<file path="src/design/smbx_pkg.sv">
// Package: constants for the SMBus extension logic
package smbx_pkg;
    // Reserved 7-bit addresses
    localparam logic [6:0] SMBX_ADDR_DEFAULT  = 7'h61;   // 0b1100 001
    localparam logic [6:0] SMBX_ADDR_HOST     = 7'h08;   // 0b0001 000
    localparam logic [6:0] SMBX_ADDR_ALERT    = 7'h0C;   // 0b0001 100
    // CRC-8 x^8+x^2+x+1
    localparam logic [7:0] SMBX_CRC_POLY      = 8'h07;
    localparam logic [7:0] SMBX_CRC_INIT      = 8'h00;
    // Timer prescales in kernel clocks
    localparam int         SMBX_LOW_PRESC     = 2048;
    localparam int         SMBX_IDLE_PRESC    = 4;
    localparam logic [10:0] SMBX_PRESC_LAST_LOW  = 11'h7FF;  // 2048-1
    localparam logic [10:0] SMBX_PRESC_LAST_IDLE = 11'h003;  // 4-1
    localparam int         SMBX_RELOAD_W      = 12;
    localparam int         SMBX_CNT_W         = 13;
    // Timer state machine, Gray coded
    typedef enum logic [1:0]
    {
        SMBX_T_OFF   = 2'b00,
        SMBX_T_RUN   = 2'b01,
        SMBX_T_FIRED = 2'b11
    } smbx_tstate_e;
endpackage : smbx_pkg

</file>
<file path="src/design/smbx_crc8.sv">
// CRC-8 packet error code accumulator, one byte per strobe
`timescale 1ns/1ps
module smbx_crc8
    import smbx_pkg::*;
(
    input  wire logic       clk_i,     // Kernel clock
    input  wire logic       rst_n_i,   // Sync reset, active low
    input  wire logic       clear_i,   // Restart accumulation
    input  wire logic       byte_i,    // Byte strobe
    input  wire logic [7:0] data_i,    // Byte on the bus
    output logic      [7:0] crc_o      // Running code
);
    logic [7:0] crc_reg;
    logic [7:0] crc_next;
    logic [7:0] stage [0:8];

    // ------------------------------------------------------------
    // Bitwise CRC, msb first
    // ------------------------------------------------------------
    assign stage[0] = crc_reg ^ data_i;
    genvar g;
    generate
        for (g = 0; g < 8; g++)
        begin : g_bit
            assign stage[g+1] = stage[g][7] ? ((stage[g] << 1) ^ SMBX_CRC_POLY)
                                            : (stage[g] << 1);
        end
    endgenerate
    assign crc_next = stage[8];

    // Clear wins so a START with a byte still pending starts clean
    always_ff @(posedge clk_i)
    begin
        if (!rst_n_i || clear_i)
            crc_reg <= SMBX_CRC_INIT;
        else if (byte_i)
            crc_reg <= crc_next;
    end

    assign crc_o = crc_reg;
endmodule : smbx_crc8

</file>
<file path="src/design/smbx_ext.sv">
// SMBus extension logic: addresses, alert, PEC, byte ACK, arbitration, timers
// ------------------------------------------------------------
// ------------------------------------------------------------
`timescale 1ns/1ps
module smbx_ext
    import smbx_pkg::*;
(
    input  wire logic        clk_i,                 // Kernel clock, 100 MHz
    input  wire logic        rst_n_i,               // Sync reset, active low
    // Configuration
    input  wire logic        default_addr_enable_i, // Device default address on
    input  wire logic        host_role_enable_i,    // Host role, host address on
    input  wire logic        attention_enable_i,    // Alert function on
    input  wire logic        fault_irq_enable_i,    // Alert interrupt enable
    input  wire logic        per_byte_ack_control_i,// Slave byte ACK control
    input  wire logic        pec_enable_i,          // PEC check enable
    input  wire logic        timeout_enable_i,      // Timer A enable
    input  wire logic        idle_check_select_i,   // 1 idle detect, 0 clock low
    input  wire logic [11:0] low_idle_reload_i,     // Timer A reload
    input  wire logic        ext_enable_i,          // Timer B enable
    input  wire logic [11:0] ext_reload_i,          // Timer B reload
    // From the base engine
    input  wire logic        start_i,               // START seen, pulse
    input  wire logic        stop_i,                // STOP seen, pulse
    input  wire logic        ack_slot_i,            // ACK bit seen, pulse
    input  wire logic        slave_mode_i,          // Engine acts as slave
    input  wire logic        addr_valid_i,          // Address byte received, pulse
    input  wire logic [6:0]  addr_i,                // Received 7-bit address
    input  wire logic        byte_done_i,           // Byte complete, pulse
    input  wire logic [7:0]  byte_i,                // Byte complete value
    input  wire logic        pec_byte_i,            // This byte is the check byte
    input  wire logic        sw_nack_i,             // Software NACK for byte
    input  wire logic        sda_drive_high_i,      // Engine releases SDA
    input  wire logic        self_stretch_i,        // Engine holds SCL low
    input  wire logic        scl_i,                 // SCL level
    input  wire logic        sda_i,                 // SDA level
    input  wire logic        attention_line_n_i,    // Attention pin level
    input  wire logic        alert_clear_i,         // Clear alert flag, pulse
    input  wire logic        timeout_clear_i,       // Clear timeout flag, pulse
    // To the base engine and software
    output logic             addr_match_o,          // Reserved address hit
    output logic             byte_nack_o,           // NACK current byte
    output logic             pec_error_o,           // Check byte mismatch, sticky
    output logic             arb_lost_o,            // Lost arbitration, sticky
    output logic [7:0]       pec_o,                 // Running PEC
    output logic             attention_line_n_o,    // Attention pin output value
    output logic             attention_line_n_oe_n_o,// Attention pin enable, low drives
    output logic             alert_flag_o,          // Alert event, sticky
    output logic             alert_irq_o,           // Alert interrupt
    output logic             timeout_flag_o,        // Timeout event, sticky
    output logic             bus_idle_o             // Bus idle detected
);
    logic       att_reg;
    logic       att_prev_reg;
    logic       alert_flag_reg;
    logic       match_reg;
    logic       nack_reg;
    logic       pec_err_reg;
    logic       arb_reg;
    logic       idle_reg;
    logic       tflag_reg;
    logic       att_internal;
    logic       pull_alert;
    logic       hit;
    logic       pec_mismatch;
    logic [7:0] crc;
    smbx_tstate_e ta_state_reg;
    logic [10:0] ta_pre_reg;
    logic [SMBX_CNT_W-1:0] ta_cnt_reg;
    logic [10:0] tb_pre_reg;
    logic [SMBX_CNT_W-1:0] tb_cnt_reg;
    logic       ta_cond;
    logic       ta_fire;
    logic       tb_fire;
    logic [10:0] ta_last;

    // ------------------------------------------------------------
    // Packet error code
    // ------------------------------------------------------------
    // Address byte is hashed with its R/W bit; START restarts the code
    smbx_crc8 u_crc
    (
        .clk_i   (clk_i),
        .rst_n_i (rst_n_i),
        .clear_i (start_i),
        .byte_i  (byte_done_i && !pec_byte_i),
        .data_i  (byte_i),
        .crc_o   (crc)
    );
    assign pec_mismatch = pec_enable_i && pec_byte_i && (byte_i != crc);

    // ------------------------------------------------------------
    // Alert line
    // ------------------------------------------------------------
    // Slave pulls the line only while not in host role
    assign pull_alert = attention_enable_i && !host_role_enable_i;
    // Disabled alert reads high, pin stays free for other use
    assign att_internal = attention_enable_i ? att_reg : 1'b1;

    // Pin sampled once; edge taken from registered copies only
    always_ff @(posedge clk_i)
    begin
        if (!rst_n_i)
        begin
            att_reg      <= 1'b1;
            att_prev_reg <= 1'b1;
        end
        else
        begin
            att_reg      <= attention_line_n_i;
            att_prev_reg <= att_internal;
        end
    end

    // Set wins over a same-cycle clear
    always_ff @(posedge clk_i)
    begin
        if (!rst_n_i)
            alert_flag_reg <= 1'b0;
        else if (host_role_enable_i && attention_enable_i
                 && att_prev_reg && !att_internal)
            alert_flag_reg <= 1'b1;
        else if (alert_clear_i)
            alert_flag_reg <= 1'b0;
    end

    // ------------------------------------------------------------
    // Reserved address recognition
    // ------------------------------------------------------------
    // Host address answered only in host role, so the notifier is master
    always_comb
    begin
        hit = 1'b0;
        if (default_addr_enable_i && addr_i == SMBX_ADDR_DEFAULT)
            hit = 1'b1;
        if (host_role_enable_i && addr_i == SMBX_ADDR_HOST)
            hit = 1'b1;
        if (pull_alert && addr_i == SMBX_ADDR_ALERT)
            hit = 1'b1;
    end

    always_ff @(posedge clk_i)
    begin
        if (!rst_n_i || start_i || stop_i)
            match_reg <= 1'b0;
        else if (addr_valid_i)
            match_reg <= hit;
    end

    // ------------------------------------------------------------
    // Byte acknowledge control
    // ------------------------------------------------------------
    // Held for the byte's ACK slot; mismatch NACKs regardless of software
    always_ff @(posedge clk_i)
    begin
        if (!rst_n_i || start_i)
            nack_reg <= 1'b0;
        else if (byte_done_i)
            nack_reg <= pec_mismatch
                        || (slave_mode_i && per_byte_ack_control_i
                            && sw_nack_i && !pec_byte_i);
    end

    always_ff @(posedge clk_i)
    begin
        if (!rst_n_i)
            pec_err_reg <= 1'b0;
        else if (byte_done_i && pec_mismatch)
            pec_err_reg <= 1'b1;
        else if (start_i)
            pec_err_reg <= 1'b0;
    end

    // ------------------------------------------------------------
    // Slave arbitration
    // ------------------------------------------------------------
    // Sampled on SCL high: released SDA seen low means another slave won
    always_ff @(posedge clk_i)
    begin
        if (!rst_n_i)
            arb_reg <= 1'b0;
        else if (slave_mode_i && scl_i && sda_drive_high_i && !sda_i)
            arb_reg <= 1'b1;
        else if (start_i || stop_i)
            arb_reg <= 1'b0;
    end

    // ------------------------------------------------------------
    // Timer A: clock low timeout or bus idle
    // ------------------------------------------------------------
    // Limitation: reload must be set for 25..35 ms by software
    assign ta_cond = idle_check_select_i ? (scl_i && sda_i)
                                         : !scl_i;
    assign ta_last = idle_check_select_i ? SMBX_PRESC_LAST_IDLE
                                         : SMBX_PRESC_LAST_LOW;
    // Fires once (reload+1) whole prescaler periods have elapsed
    assign ta_fire = (ta_pre_reg == ta_last)
                     && (ta_cnt_reg == {1'b0, low_idle_reload_i});

    always_ff @(posedge clk_i)
    begin
        if (!rst_n_i || !timeout_enable_i || !ta_cond)
        begin
            ta_state_reg <= SMBX_T_OFF;
            ta_pre_reg   <= '0;
            ta_cnt_reg   <= '0;
        end
        else
        begin
            case (ta_state_reg)
                SMBX_T_OFF:
                    ta_state_reg <= SMBX_T_RUN;
                SMBX_T_RUN:
                begin
                    if (ta_fire)
                        ta_state_reg <= SMBX_T_FIRED;
                    else if (ta_pre_reg == ta_last)
                    begin
                        ta_pre_reg <= '0;
                        ta_cnt_reg <= ta_cnt_reg + 1'b1;
                    end
                    else
                        ta_pre_reg <= ta_pre_reg + 1'b1;
                end
                SMBX_T_FIRED:
                    ta_state_reg <= SMBX_T_FIRED;
                default:
                    ta_state_reg <= SMBX_T_OFF;
            endcase
        end
    end

    always_ff @(posedge clk_i)
    begin
        if (!rst_n_i)
            idle_reg <= 1'b0;
        else
            idle_reg <= idle_check_select_i && (ta_state_reg == SMBX_T_FIRED);
    end

    // ------------------------------------------------------------
    // Timer B: cumulative own stretch
    // ------------------------------------------------------------
    // Slave window is the whole message, master window is one byte
    assign tb_fire = (tb_pre_reg == SMBX_PRESC_LAST_LOW)
                     && (tb_cnt_reg == {1'b0, ext_reload_i});

    always_ff @(posedge clk_i)
    begin
        if (!rst_n_i || !ext_enable_i || start_i || stop_i
            || (!slave_mode_i && ack_slot_i))
        begin
            tb_pre_reg <= '0;
            tb_cnt_reg <= '0;
        end
        else if (self_stretch_i && !scl_i && !tb_fire)
        begin
            if (tb_pre_reg == SMBX_PRESC_LAST_LOW)
            begin
                tb_pre_reg <= '0;
                tb_cnt_reg <= tb_cnt_reg + 1'b1;
            end
            else
                tb_pre_reg <= tb_pre_reg + 1'b1;
        end
    end

    // Set wins over a same-cycle clear
    always_ff @(posedge clk_i)
    begin
        if (!rst_n_i)
            tflag_reg <= 1'b0;
        else if ((timeout_enable_i && ta_cond && ta_state_reg == SMBX_T_RUN && ta_fire)
                 || (ext_enable_i && self_stretch_i && !scl_i && tb_fire))
            tflag_reg <= 1'b1;
        else if (timeout_clear_i)
            tflag_reg <= 1'b0;
    end

    // ------------------------------------------------------------
    // Outputs
    // ------------------------------------------------------------
    assign addr_match_o            = match_reg;
    assign byte_nack_o             = nack_reg;
    assign pec_error_o             = pec_err_reg;
    assign arb_lost_o              = arb_reg;
    assign pec_o                   = crc;
    assign attention_line_n_o      = 1'b0;
    assign attention_line_n_oe_n_o = !pull_alert;
    assign alert_flag_o            = alert_flag_reg;
    assign alert_irq_o             = alert_flag_reg && fault_irq_enable_i;
    assign timeout_flag_o          = tflag_reg;
    assign bus_idle_o              = idle_reg;
endmodule : smbx_ext

</file>
<file path="config.mk">
export PLATFORM = sky130hd
export DESIGN_NAME = smbx_ext
export DESIGN_NICKNAME = d
export VERILOG_FILES = /design/src/design/smbx_pkg.sv /design/src/design/smbx_crc8.sv /design/src/design/smbx_ext.sv
export SDC_FILE = /design/constraint.sdc
export NUM_CORES = 1
export LEC_CHECK = 0
export BUFFER_PORTS_ARGS = -buffer_cell sky130_fd_sc_hd__buf_2
export CORE_MARGIN = 2
export CORE_UTILIZATION = 59
export CTS_BUF_LIST = sky130_fd_sc_hd__clkbuf_4 sky130_fd_sc_hd__clkbuf_8 sky130_fd_sc_hd__clkbuf_16
export CTS_CLUSTER_DIAMETER = 40
export DETAILED_ROUTE_END_ITERATION = 10
export HOLD_SLACK_MARGIN = 0.03
export PLACE_DENSITY_LB_ADDON = 0.15
export SETUP_SLACK_MARGIN = 0.2
export SLEW_MARGIN = 5
export SYNTH_ARGS = -nofsm -noshare
export SYNTH_HDL_FRONTEND = slang
export SYNTH_SLANG_ARGS = --single-unit
</file>
<file path="constraint.sdc">
create_clock -name clk_i -period 4.2 [get_ports clk_i]
set_input_delay 0.42 -clock clk_i [delete_from_list [all_inputs] [get_ports clk_i]]
set_output_delay 0.42 -clock clk_i [all_outputs]
set_load 0.01 [all_outputs]
</file>
==> flow_metrics.py <==
metrics = {
    "run_status": {
        "status": "complete, no violations",
    },
    "power": {
        "p_int_mw": 1.07,
        "combinationalPowerShare_pct": 9.7,
        "p_clk_share_pct": 43.8,
        "p_switching_mw": 0.319,
        "power_density_nw_per_um2": 318,
        "peakVddDrop_mv": 0.187,
        "sw_frac_of_total_pct": 23.0,
        "power.leakage_nw": 1.68,
        "power_frac_seq_pct": 46.5,
    },
    "clock_tree": {
        "tritoncts": "done",
        "clk_latency_ns": 0.34,
        "cts_sinks": 67,
        "cts_inserted_buffers": 9,
        "cts_buffer_depth": 2,
        "postCtsSetupBuffers": 0,
        "cts_hold_buf": 0,
        "htree_levels": 3,
        "cts_root_buffer": "clkbuf_8",
        "clk_transition_reported_paths_ns": 0.08,
        "cts.repair.resized": 0,
    },
    "setup_path": {
        "cp_slowest_stage_delay_ns": 0.70,
        "crit_chain": "xor2_1 -> nor4_1 -> nand4_1 -> o21ai_0 -> o21ai_0 -> a21oi_1",
        "crit_family": "compound AO/OA/AOI/OAI gates",
        "worstSetupPathType": "reg2reg",
        "setup.worst_path.start_class": "flip-flop",
        "critPathArrivalTime_ns": 2.76,
        "cp_slowest_cell": "o21ai_0",
        "worstSetupEndpointType": "flip-flop",
        "cp.required_ns": 4.48,
        "cp_common_cell": "o21ai_0",
        "cp.buffers_inverters": 0,
        "critPathMaxFanout": 14,
    },
    "cells_and_area": {
        "fin_nets": 587,
        "seqCellArea_um2": 1340,
        "drive_gt1_share_pct": 21.4,
        "multiInputGateArea_um2": 2270,
        "num_antenna_cells": 0,
        "syn2layout_area_growth_pct": 17.4,
        "fillers": 489,
    },
    "detailed_routing": {
        "vias": 3489,
        "finalWirelength_um": 8750,
        "drtIter0Drc": 144,
        "ant_nets": 0,
        "dr.pass1.iters": 4,
        "drc": 0,
        "routedWlPerCell_um": 14.7,
        "via_per_inst": 5.87,
    },
    "synth": {
        "syn-cell-area_um2": 3710,
        "synth_adder_area_share_pct": 2.36,
        "ys_async_sr_fraction_pct": 0,
        "syn_area_per_cell_um2": 8.51,
        "yosysSeqAreaShare_pct": 36.1,
        "yosysUniqueCellTypes": 58,
        "synth_nets": 508,
        "yosysWarnings": 0,
        "synth.most_common_cell": "dfxtp_1",
        "synth_compound_area_share_pct": 14.5,
        "synth-seq-cells": 67,
        "post_synth_xor_area_fraction_pct": 14.6,
        "synth_top_family_by_area": "simple AND/OR/NAND/NOR gates",
        "synth_ff_type": "dfxtp_1",
        "synth_area_leaders": "dfxtp_1 (36%), xor2_1 (9.2%), xnor2_1 (5.4%)",
        "synth_largest_area_cell": "dfxtp_1",
        "synth_edf_count": 0,
        "muxShareOfSynthArea_pct": 0.809,
        "syn-instance-count": 436,
        "synth_simple_gate_area_share_pct": 28.7,
        "synth_top_cells_by_count": "dfxtp_1 (67), xor2_1 (39), nor2_1 (37), nand2_1 (34), a21oi_1 (32)",
        "yosys.area.top_type_share_pct": 36.1,
    },
    "die": {
        "core_um2": 5990,
        "die_w_um": 83.3,
        "ios": 83,
        "fp-row-count": 28,
        "initial_core_util_pct": 62.0,
        "die_area_um2": 6940,
        "die_h_um": 83.3,
    },
    "grt": {
        "grt_max_degree": 24,
        "grt_pass1_vias": 3388,
        "grt_pass1_wl_um": 14800,
        "grt_overflow_total": 0,
        "grtUsageTotal_pct": 25.4,
        "antenna_found_initial": 1,
    },
    "run": {
        "drv_cap": 0,
    },
    "sta": {
        "finClkSkew_ns": 0.0122,
        "worst_slack_ns": 1.71,
        "finalHoldViolCount": 0,
        "worstMarginPinSlew_ns": 0.691,
        "finalSetupViolCount": 0,
        "fin_tns_setup_ns": 0,
        "fmaxAchievable_mhz": 402,
        "slew_violations": 0,
        "min_period_over_period_pct": 59.2,
        "rsz0062_at_grt": "false",
        "timing.slew.headroom_pct": 53.6,
        "finalCriticalPeriod_ns": 2.49,
    },
    "place": {
        "place_ws_ns": 1.71,
        "gp_congestion": 0.914,
        "dp_hpwl_um": 6410,
        "io_buffers": 81,
    },
    "worst_hold_path": {
        "hp-class": "in2reg",
    },
}
==> layout make-up <==
type,instances,area share (%)
Clock inverter,4,1.69
Tap cell,75,2.15
Clock buffer,11,3.47
Sequential cell,67,30.8
Multi-Input combinational cell,349,52.0
Timing Repair Buffer,81,9.30
Inverter,7,0.603
==> layer usage <==
metal	part of all wire, %	track usage (%)	vias up	wire [µm]
li1	-	-	1743	-
met1	43	29.8	1632	3760
met2	50	44.5	91	4390
met3	4.4	6.26	23	385
met4	2.4	9.39	0	210
met5	0	0	-	0
==> cell families after synthesis <==
group	count (synthesis)
AO/OA/AOI/OAI	86
adder cells (fa/ha/maj)	7
XOR/XNOR	62
buffers and inverters	20
AND/OR/NAND/NOR	190
flip-flops	67
multiplexers	3
other	1
==> worst register-to-register path, cell delays in order (launching register included) <==
cell,delay (ns)
dfxtp_1,0.36
xor2_1,0.18
nor4_1,0.35
nand4_1,0.51
o21ai_0,0.70
o21ai_0,0.17
a21oi_1,0.15
==> cell usage in the layout, fill, tap and decap left out, types with 9 or more instances in the layout <==
master / synthesis / final
nor2_1: 37 / 37
nand2_1: 34 / 34
buf_2: 1 / 81
nand4_1: 11 / 11
nand2b_1: 9 / 9
or3_1: 13 / 13
o21ai_0: 19 / 19
or4_1: 11 / 11
o31ai_1: 9 / 9
a21oi_1: 32 / 32
clkbuf_8: 0 / 11
xor2_1: 39 / 39
nor3_1: 10 / 10
xnor2_1: 23 / 23
nand3_1: 21 / 21
dfxtp_1: 67 / 67
==> final timing paths <==
path	from	endpoint	slack (ns)	depth (start not counted)
worst min register to register	att_reg	att_prev_reg	0.46	1
worst max register to register	tb_cnt_reg[4]	tb_pre_reg[7]	1.71	6
worst max-delay path	tb_cnt_reg[4]	tb_pre_reg[7]	1.71	6
worst min-delay path	stop_i	addr_match_o	0.27	2
==> per-stage QoR <==
stage / hold WS (ns) / area (µm²) / cells / util (%) / total power [mW]
2_1_floorplan: 0.413 / 3710 / 436 / - / 0.738
3_3_place_gp: 0.424 / 4130 / 579 / 69.0 / 0.786
3_5_place_dp: 0.455 / 4130 / 579 / 69.0 / 0.792
4_1_cts: 0.256 / 4360 / 594 / 72.8 / 1.39
5_1_grt: 0.266 / 4360 / 594 / 72.8 / 1.43
6_report: 0.273 / 4360 / 594 / 72.8 / 1.39
==> power by group through the flow <==
stage                     clock [mW]  sequential [mW]  combinational [mW]
after global routing           0.639            0.645               0.149
after floorplan                    0            0.660              0.0774
after global placement             0            0.659               0.128
after CTS                      0.612            0.645               0.134
final                          0.606            0.645               0.134
after detailed placement           0            0.659               0.133
Note: power is estimated with default switching activity, not from simulation.
